`config.mk`:
```
export PLATFORM = sky130hd
export DESIGN_NAME = serial_tx_control
export DESIGN_NICKNAME = d
export VERILOG_FILES = /design/src/hw/serial_tx_pkg.sv /design/src/hw/tx_link_if.sv /design/src/hw/serial_tx_control.sv /design/src/hw/tx_shifter.sv
export VERILOG_INCLUDE_DIRS = /design/src /design/src/hw
export SDC_FILE = /design/constraint.sdc
export NUM_CORES = 1
export LEC_CHECK = 0
export BUFFER_PORTS_ARGS = -buffer_cell sky130_fd_sc_hd__clkbuf_2
export CORE_UTILIZATION = 55
export CTS_CLUSTER_SIZE = 30
export DETAILED_ROUTE_END_ITERATION = 10
export PLACE_DENSITY = 0.86
export SETUP_SLACK_MARGIN = 0.5
export SLEW_MARGIN = 20
export SYNTH_ARGS = -nofsm -noshare
export SYNTH_HDL_FRONTEND = slang
export SYNTH_SLANG_ARGS = --single-unit
```
`constraint.sdc`:
```
create_clock -name clk_sys -period 2.3 [get_ports clk_sys]
set_input_delay 0.23 -clock clk_sys [delete_from_list [all_inputs] [get_ports clk_sys]]
set_output_delay 0.23 -clock clk_sys [all_outputs]
set_load 0.02 [all_outputs]
```
`src/hw/serial_tx_defs.svh`:
```
// Offsets, field positions, reset values and timing counts of the serial transmitter
`ifndef SERIAL_TX_DEFS_SVH
`define SERIAL_TX_DEFS_SVH
`define TSC_ADDR       8'h98
`define IRQ_STAT_ADDR  8'h9C
`define IRQ_MASK_ADDR  8'hA0
`define SEND_DATA_ADDR 8'hA4
`define BIT_CLK_SRC    7
`define BIT_NINE       6
`define BIT_TX_EN      5
`define BIT_SYNC       4
`define BIT_UNUSED     3
`define BIT_HIGH_SPEED 2
`define BIT_EMPTY      1
`define BIT_NINTH      0
`define TSC_RESET      8'h02
`define IRQ_DONE       0
`define IRQ_REFUSED    1
`define DIV_HIGH       8'h10
`define DIV_LOW        8'h40
`define DIV_SYNC       8'h04
`define LAST_BIT_8     4'h7
`define LAST_BIT_9     4'h8
`endif

```
`src/hw/serial_tx_pkg.sv`:
```
// Types shared by the serial transmitter modules
package serial_tx_pkg;
   typedef enum logic [1:0] {
      ST_IDLE  = 2'b00,
      ST_START = 2'b01,
      ST_DATA  = 2'b11,
      ST_STOP  = 2'b10
   } shift_state_e;
   typedef logic [7:0] reg_byte_t;
endpackage

```
`src/hw/tx_link_if.sv`:
```
// Link between the transmit control and the shift engine
interface tx_link_if;
   logic       load;
   logic [8:0] word;
   logic       nine;
   logic       sync;
   logic       tick;
   logic       abort;
   logic       busy;
   logic       line;
   modport ctrl  (output load, word, nine, sync, tick, abort,
                  input  busy, line);
   modport shift (input  load, word, nine, sync, tick, abort,
                  output busy, line);
endinterface

```
`src/hw/serial_tx_control.sv`:
```
// Transmit status and control register with its shift engine and pins
//
// The strobed register port was left to the implementer.
module serial_tx_control
   import serial_tx_pkg::*;
(
   // Clock and reset
   input  wire logic       clk_sys,
   input  wire logic       rst_b,
   // Register port
   input  wire logic [7:0] reg_addr,
   input  wire logic [7:0] reg_wdata,
   input  wire logic       reg_wr,
   input  wire logic       reg_rd,
   output reg_byte_t       reg_rdata,
   // Serial pins
   input  wire logic       serial_port_enable,
   input  wire logic       tx_clk_pin_in,
   output logic            tx_clk_pin_out,
   output logic            tx_clk_pin_oe,
   output logic            rx_data_pin_out,
   output logic            rx_data_pin_oe,
   // Interrupt
   output logic            irq
);
`include "serial_tx_defs.svh"
   tx_link_if link();

   logic       clk_src, nine, tx_en, sync_mode, high_speed, ninth;
   logic       next_clk_src, next_nine, next_tx_en, next_sync_mode;
   logic       next_high_speed, next_ninth;
   logic       empty_flag, next_empty;
   logic [1:0] stat, next_stat, mask, next_mask;
   logic       next_irq;
   reg_byte_t  next_rdata;
   logic [7:0] div_cnt, next_div_cnt, div_limit;
   logic       div_tick, clk_in_prev, slave_fall;
   logic       next_clk_out, next_clk_oe, next_data_out, next_data_oe;
   logic       wr_send;

   function automatic logic hit(input logic [7:0] a, input logic [7:0] b);
      hit = (a == b);
   endfunction

   tx_shifter u_shifter (
      .clk_sys (clk_sys),
      .rst_b   (rst_b),
      .link    (link)
   );

   // Control register and interrupt state
   always_comb begin
      next_clk_src    = clk_src;
      next_nine       = nine;
      next_tx_en      = tx_en;
      next_sync_mode  = sync_mode;
      next_high_speed = high_speed;
      next_ninth      = ninth;
      next_mask       = mask;
      next_stat       = stat;
      wr_send         = reg_wr && hit(reg_addr, `SEND_DATA_ADDR);
      if (reg_wr && hit(reg_addr, `TSC_ADDR)) begin
         // Bit three and the empty flag are not writable
         next_clk_src    = reg_wdata[`BIT_CLK_SRC];
         next_nine       = reg_wdata[`BIT_NINE];
         next_tx_en      = reg_wdata[`BIT_TX_EN];
         next_sync_mode  = reg_wdata[`BIT_SYNC];
         next_high_speed = reg_wdata[`BIT_HIGH_SPEED];
         next_ninth      = reg_wdata[`BIT_NINTH];
      end
      if (reg_wr && hit(reg_addr, `IRQ_MASK_ADDR)) next_mask = reg_wdata[1:0];
      if (reg_wr && hit(reg_addr, `IRQ_STAT_ADDR)) begin
         next_stat = stat & ~reg_wdata[1:0];
      end
      // Events are applied after the clear so a same-cycle set wins
      next_stat[`IRQ_DONE]    = next_stat[`IRQ_DONE]
                                | (!empty_flag && next_empty);
      next_stat[`IRQ_REFUSED] = next_stat[`IRQ_REFUSED]
                                | (wr_send && !link.load);
      next_irq = |(next_stat & next_mask);
   end

   // Send path: no holding buffer, so a word is only taken while idle
   always_comb begin
      link.load  = wr_send && tx_en && !link.busy;
      link.word  = {ninth, reg_wdata};
      link.nine  = nine;
      link.sync  = sync_mode;
      link.abort = !tx_en;
      next_empty = !link.load && !(link.busy && tx_en);
   end

   // Bit timing: divider in master/async, falling pin edge in slave
   always_comb begin
      div_limit  = sync_mode ? `DIV_SYNC :
                   (high_speed ? `DIV_HIGH : `DIV_LOW);
      div_tick   = link.busy && (div_cnt == div_limit - 8'h01);
      slave_fall = clk_in_prev && !tx_clk_pin_in;
      link.tick  = (sync_mode && !clk_src) ? slave_fall : div_tick;
      next_div_cnt = (!link.busy || div_tick) ? 8'h00 : div_cnt + 8'h01;
   end

   // Pin drive; nothing is driven until the port is enabled
   always_comb begin
      if (sync_mode) begin
         next_clk_out  = !(link.busy && clk_src) ||
                         (div_cnt >= (div_limit >> 1));
         next_clk_oe   = serial_port_enable && clk_src;
         next_data_out = link.line;
         next_data_oe  = serial_port_enable && tx_en;
      end else begin
         next_clk_out  = link.line;
         next_clk_oe   = serial_port_enable && tx_en;
         next_data_out = 1'b1;
         next_data_oe  = 1'b0;
      end
   end

   // Read data stands only in the cycle after the strobe
   always_comb begin
      next_rdata = 8'h00;
      if (reg_rd) begin
         if (hit(reg_addr, `TSC_ADDR)) begin
            next_rdata = {clk_src, nine, tx_en, sync_mode,
                          1'b0, high_speed, empty_flag, ninth};
         end else if (hit(reg_addr, `IRQ_STAT_ADDR)) begin
            next_rdata = {6'h00, stat};
         end else if (hit(reg_addr, `IRQ_MASK_ADDR)) begin
            next_rdata = {6'h00, mask};
         end
      end
   end

   always_ff @(posedge clk_sys) begin
      if (!rst_b) begin
         clk_src         <= 1'(`TSC_RESET >> `BIT_CLK_SRC);
         nine            <= 1'b0;
         tx_en           <= 1'b0;
         sync_mode       <= 1'b0;
         high_speed      <= 1'b0;
         ninth           <= 1'b0;
         empty_flag      <= 1'b1;
         stat            <= 2'h0;
         mask            <= 2'h0;
         irq             <= 1'b0;
         reg_rdata       <= 8'h00;
         div_cnt         <= 8'h00;
         clk_in_prev     <= 1'b1;
         tx_clk_pin_out  <= 1'b1;
         tx_clk_pin_oe   <= 1'b0;
         rx_data_pin_out <= 1'b1;
         rx_data_pin_oe  <= 1'b0;
      end else begin
         clk_src         <= next_clk_src;
         nine            <= next_nine;
         tx_en           <= next_tx_en;
         sync_mode       <= next_sync_mode;
         high_speed      <= next_high_speed;
         ninth           <= next_ninth;
         empty_flag      <= next_empty;
         stat            <= next_stat;
         mask            <= next_mask;
         irq             <= next_irq;
         reg_rdata       <= next_rdata;
         div_cnt         <= next_div_cnt;
         clk_in_prev     <= tx_clk_pin_in;
         tx_clk_pin_out  <= next_clk_out;
         tx_clk_pin_oe   <= next_clk_oe;
         rx_data_pin_out <= next_data_out;
         rx_data_pin_oe  <= next_data_oe;
      end
   end
endmodule

```
`src/hw/tx_shifter.sv`:
```
// Transmit shift engine: start bit, 8 or 9 data bits, stop bit in async; only the 8 or 9 data bits in sync
module tx_shifter
   import serial_tx_pkg::*;
(
   // Clock and reset
   input wire logic clk_sys,
   input wire logic rst_b,
   // Control link
   tx_link_if.shift link
);
`include "serial_tx_defs.svh"
   shift_state_e state;
   shift_state_e next_state;
   logic [8:0]   shreg;
   logic [8:0]   next_shreg;
   logic [3:0]   cnt;
   logic [3:0]   next_cnt;
   logic [3:0]   last_bit;

   always_comb begin
      next_state = state;
      next_shreg = shreg;
      next_cnt   = cnt;
      last_bit   = link.nine ? `LAST_BIT_9 : `LAST_BIT_8;
      case (state)
         ST_IDLE: begin
            if (link.load) begin
               next_shreg = link.word;
               next_cnt   = 4'h0;
               next_state = link.sync ? ST_DATA : ST_START;
            end
         end
         ST_START: begin
            if (link.tick) next_state = ST_DATA;
         end
         ST_DATA: begin
            if (link.tick) begin
               next_shreg = {1'b1, shreg[8:1]};
               next_cnt   = cnt + 4'h1;
               if (cnt == last_bit) begin
                  next_state = link.sync ? ST_IDLE : ST_STOP;
               end
            end
         end
         ST_STOP: begin
            if (link.tick) next_state = ST_IDLE;
         end
         default: next_state = ST_IDLE;
      endcase
      // Disabling the transmitter drops any word in flight
      if (link.abort) next_state = ST_IDLE;
   end

   always_ff @(posedge clk_sys) begin
      if (!rst_b) begin
         state <= ST_IDLE;
         shreg <= 9'h1FF;
         cnt   <= 4'h0;
      end else begin
         state <= next_state;
         shreg <= next_shreg;
         cnt   <= next_cnt;
      end
   end

   assign link.busy = (state != ST_IDLE);
   assign link.line = (state == ST_START) ? 1'b0 :
                      (state == ST_DATA)  ? shreg[0] : 1'b1;
endmodule

```
==> metrics.md <==
| Metric | Value |
|---|---|
| Status | finished clean |
| Global-route usage over all layers | 25.1% |
| Share of post-route cells with drive strength above 1 | 29.9% |
| Nets | 290 |
| Clock power share | 41.3% |
| Number of remaining DRC errors | 0 |
| Largest family of logic cells by synthesized area | simple AND/OR/NAND/NOR gates |
| Drt total wl | 4920 µm |
| Post-layout min period | 1.83 ns |
| Met2 Usage GRT | 39.3% |
| Least-Margin Pin Slew | 0.673 ns |
| Combinational power share | 4.0% |
| Final setup viols | 0 |
| Met3 usage | 6.72% |
| H-tree levels | 2 |
| DR iter-0 viols | 122 |
| Antenna violations before repair | 0 |
| Crit Path Max Fanout | 3 |
| Root buffer cell | clkbuf_8 |
| Die Ht | 65.9 µm |
| Row count | 22 |
| WP data required | 2.49 ns |
| Largest net degree at the start of global routing | 21 |
| Final Hold Vio Count | 0 |
| R2r setup slk | 0.47 ns |
| Grt peak-use layer | met2 |
| Max VDD drop | 0.351 mV |
| Maxcap violations | 0 |
| CTS tree | built |
| Share of flip-flops with an asynchronous set or reset | 0% |
| Setup CP Type | reg -> reg |
| Clk sink count | 47 |
| Mapped Area | 2250 µm² |
| Hold depth | 2 |
| Post-CTS Hold Fix Bufs | 0 |
| Final ANT Viol Nets | 0 |
| Ant diodes | 0 |
| Reg power frac | 54.6% |
| Synth Area in XOR/XNOR | 2.34% |
| Mapped Avg Cell Area | 9.95 µm² |
| Synth Register Bits | 47 |
| Post-synthesis mux area share | 4.90% |
| Slew HR | 55.1% |
| Power Density | 565 nW/µm² |
| Cells after synthesis | 226 |
| IO Count | 35 |
| IO Port Bufs | 33 |
| Sw Pwr | 0.328 mW |
| Synth Area in Adders | 2.78% |
| CTS Buf Count | 5 |
| Die Area | 4350 µm² |
| Grt ovf | 0 |
| Wire per inst | 15.8 µm |
| Global Route met1 Usage | 33.8% |
| Post-synthesis simple-gate area fraction | 28.7% |
| Post-synthesis compound-gate area fraction | 14.6% |
| First-pass GRT wire length | 8180 µm |
| Chip Width | 65.9 µm |
| Vias per inst | 5.79 |
| Startpoint types | register |
| Max Clock Freq | 548 MHz |
| Reg-to-Reg End | tx_clk_pin_out$_SDFF_PN1_ |
| DR pass1 iterations | 4 |
| Syn. warnings | 0 |
| R2r worst-path depth | 7 |
| Final Cycle Share | 79.4% |
| Final HPWL DP | 3300 µm |
| Core Util, Final | 69.4% |
| Worst Hold Launch | tx_clk_pin_in |
| Arrival time at the worst endpoint | 2.02 ns |
| CP Capture Type | register |
| Initial Util | 59.2% |
| Max-slew violations | 0 |
| Setup TNS Final | 0 ns |
| Tightest Hold Check Type | in -> reg |
| Syn nets | 253 |
| Clk_skew | 0.00707 ns |
| Sw Share | 22.0% |
| Top_reg_cell synth | dfxtp_1 |
| Post-synth EDFFs | 0 |
| P_int | 1.16 mW |
| Later-pin clock latency in the skew report | 0.31 ns |
| Area grow syn2layout | 17.3% |
| Post-synth cell types | 61 |
| Leakage | 0.978 nW |
| Worst r2r src | div_cnt[1]$_SDFF_PP0_ |
| DR vias | 1805 |
| GPL Wtd Cong | 0.821 |
| CTS clk-pin slew, worst paths | 0.09 ns |
| Hold worst-path end | clk_in_prev$_SDFF_PN1_ |
| Post-synthesis sequential area ratio | 41.8% |
| Core area | 3800 µm² |
| Number of global-route vias before repair | 1637 |
| Unrepaired setup endpoints after global routing | yes |
| CTS Buffer Depth | 2 |
[critical path, cell delays in order (launching register included)]
cell	delay (ns)
dfxtp_2	0.36
inv_2	0.05
ha_4	0.20
nor2b_1	0.12
o31a_2	0.28
o31ai_2	0.21
nand4b_1	0.12
a2111o_1	0.37
[registers in the layout (all words and copies together), names as in the netlist, 2 cells and up]
register and count:
stat 2, reg_rdata 7, div_cnt 8, mask 2, u_shifter.shreg 9, u_shifter.state 2, u_shifter.cnt 4
[metal layers]
| metal | vias up | routed length, µm |
|---|---|---|
| met4 | 0 | 41 |
| met1 | 856 | 2190 |
| met2 | 47 | 2420 |
| met3 | 5 | 269 |
| met5 | - | 0 |
| li1 | 897 | - |
[final cells by class]
type,count,area (µm²)
flip-flops and latches,47,947
multi-input cells,162,1250
clock buffers,5,68.8
well taps,48,60.1
clock inverters,3,43.8
repair buffers,42,245
fillers,305,1160
inverters,5,18.8
[synthesized netlist by cell type (all sizes together), types with 5 or more instances]
master / n / area (µm²)
inv: 5 / 18.8
nand2b: 6 / 37.5
nand4b: 10 / 87.6
ha: 5 / 62.6
clkbuf: 7 / 56.3
nor2: 25 / 93.8
buf: 5 / 31.3
and2: 10 / 65.1
dfxtp: 47 / 941
mux2i: 11 / 110
o221a: 8 / 90.1
nand3: 11 / 80.1
a21oi: 5 / 28.8
nand2: 12 / 45.0
[cells in the final DEF, fill, tap and decap left out, drive strengths merged, types with 3 or more instances in the layout]
| cell type | Yosys | routed |
|---|---|---|
| dfxtp | 47 | 47 |
| clkbuf | 7 | 38 |
| nor2 | 25 | 25 |
| nand2 | 12 | 12 |
| mux2i | 11 | 11 |
| nand3 | 11 | 11 |
| nand4b | 10 | 10 |
| and2 | 10 | 10 |
| buf | 5 | 9 |
| o221a | 8 | 8 |
| nand2b | 6 | 6 |
| inv | 5 | 5 |
| a21oi | 5 | 5 |
| ha | 5 | 5 |
| or2 | 4 | 4 |
| xor2 | 4 | 4 |
| a22oi | 3 | 3 |
| o21ai | 3 | 3 |
| nor4 | 3 | 3 |
[stage by stage]
| stage | setup slack (ns) | area [µm²] | hold slack, ns | std cells | power [mW] |
|---|---|---|---|---|---|
| floorplan | 0.524 | 2260 | 0.331 | 226 | 0.866 |
| global placement | 0.298 | 2410 | 0.438 | 298 | 0.892 |
| detailed placement | 0.186 | 2410 | 0.443 | 298 | 0.893 |
| CTS | 0.468 | 2610 | 0.124 | 311 | 1.49 |
| global route | 0.397 | 2640 | 0.116 | 312 | 1.54 |
| finish | 0.474 | 2640 | 0.121 | 312 | 1.49 |
[how the worst max path moves through the flow]
| stage | start | to | slack, ns |
|---|---|---|---|
| floorplan | link.sync$_SDFFE_PN0P_ | tx_clk_pin_out$_SDFF_PN1_ | 0.52 |
| global placement | link.sync$_SDFFE_PN0P_ | u_shifter.shreg[3]$_SDFFE_PN1P_ | 0.30 |
| detailed placement | link.sync$_SDFFE_PN0P_ | u_shifter.shreg[2]$_SDFFE_PN1P_ | 0.19 |
| CTS | div_cnt[1]$_SDFF_PP0_ | tx_clk_pin_out$_SDFF_PN1_ | 0.47 |
| global route | div_cnt[0]$_SDFF_PP0_ | u_shifter.cnt[2]$_SDFFE_PN0P_ | 0.40 |
| finish | div_cnt[1]$_SDFF_PP0_ | tx_clk_pin_out$_SDFF_PN1_ | 0.47 |
[power by group through the flow]
stage	logic, mW	clock network (mW)	registers, mW
final	0.0603	0.615	0.813
after global routing	0.0652	0.661	0.814
after CTS	0.0596	0.619	0.813
after detailed placement	0.0591	0	0.834
after global placement	0.0586	0	0.834
after floorplan	0.0323	0	0.834
[timing repair]
action                     CTS  global route
gates resized for setup      7             3
buffers inserted             5             1
setup endpoints to repair   16            23
pin swaps                    7             2
hold endpoints to repair     0             0
[cells by family after synthesis]
kind of cell | count (synthesis)
fa+ha+maj | 5
buf+inv | 17
simple gates | 100
other cells | 1
flops | 47
mux | 11
compound gates | 39
xor+xnor | 6
(Power assumes the default switching activity.)
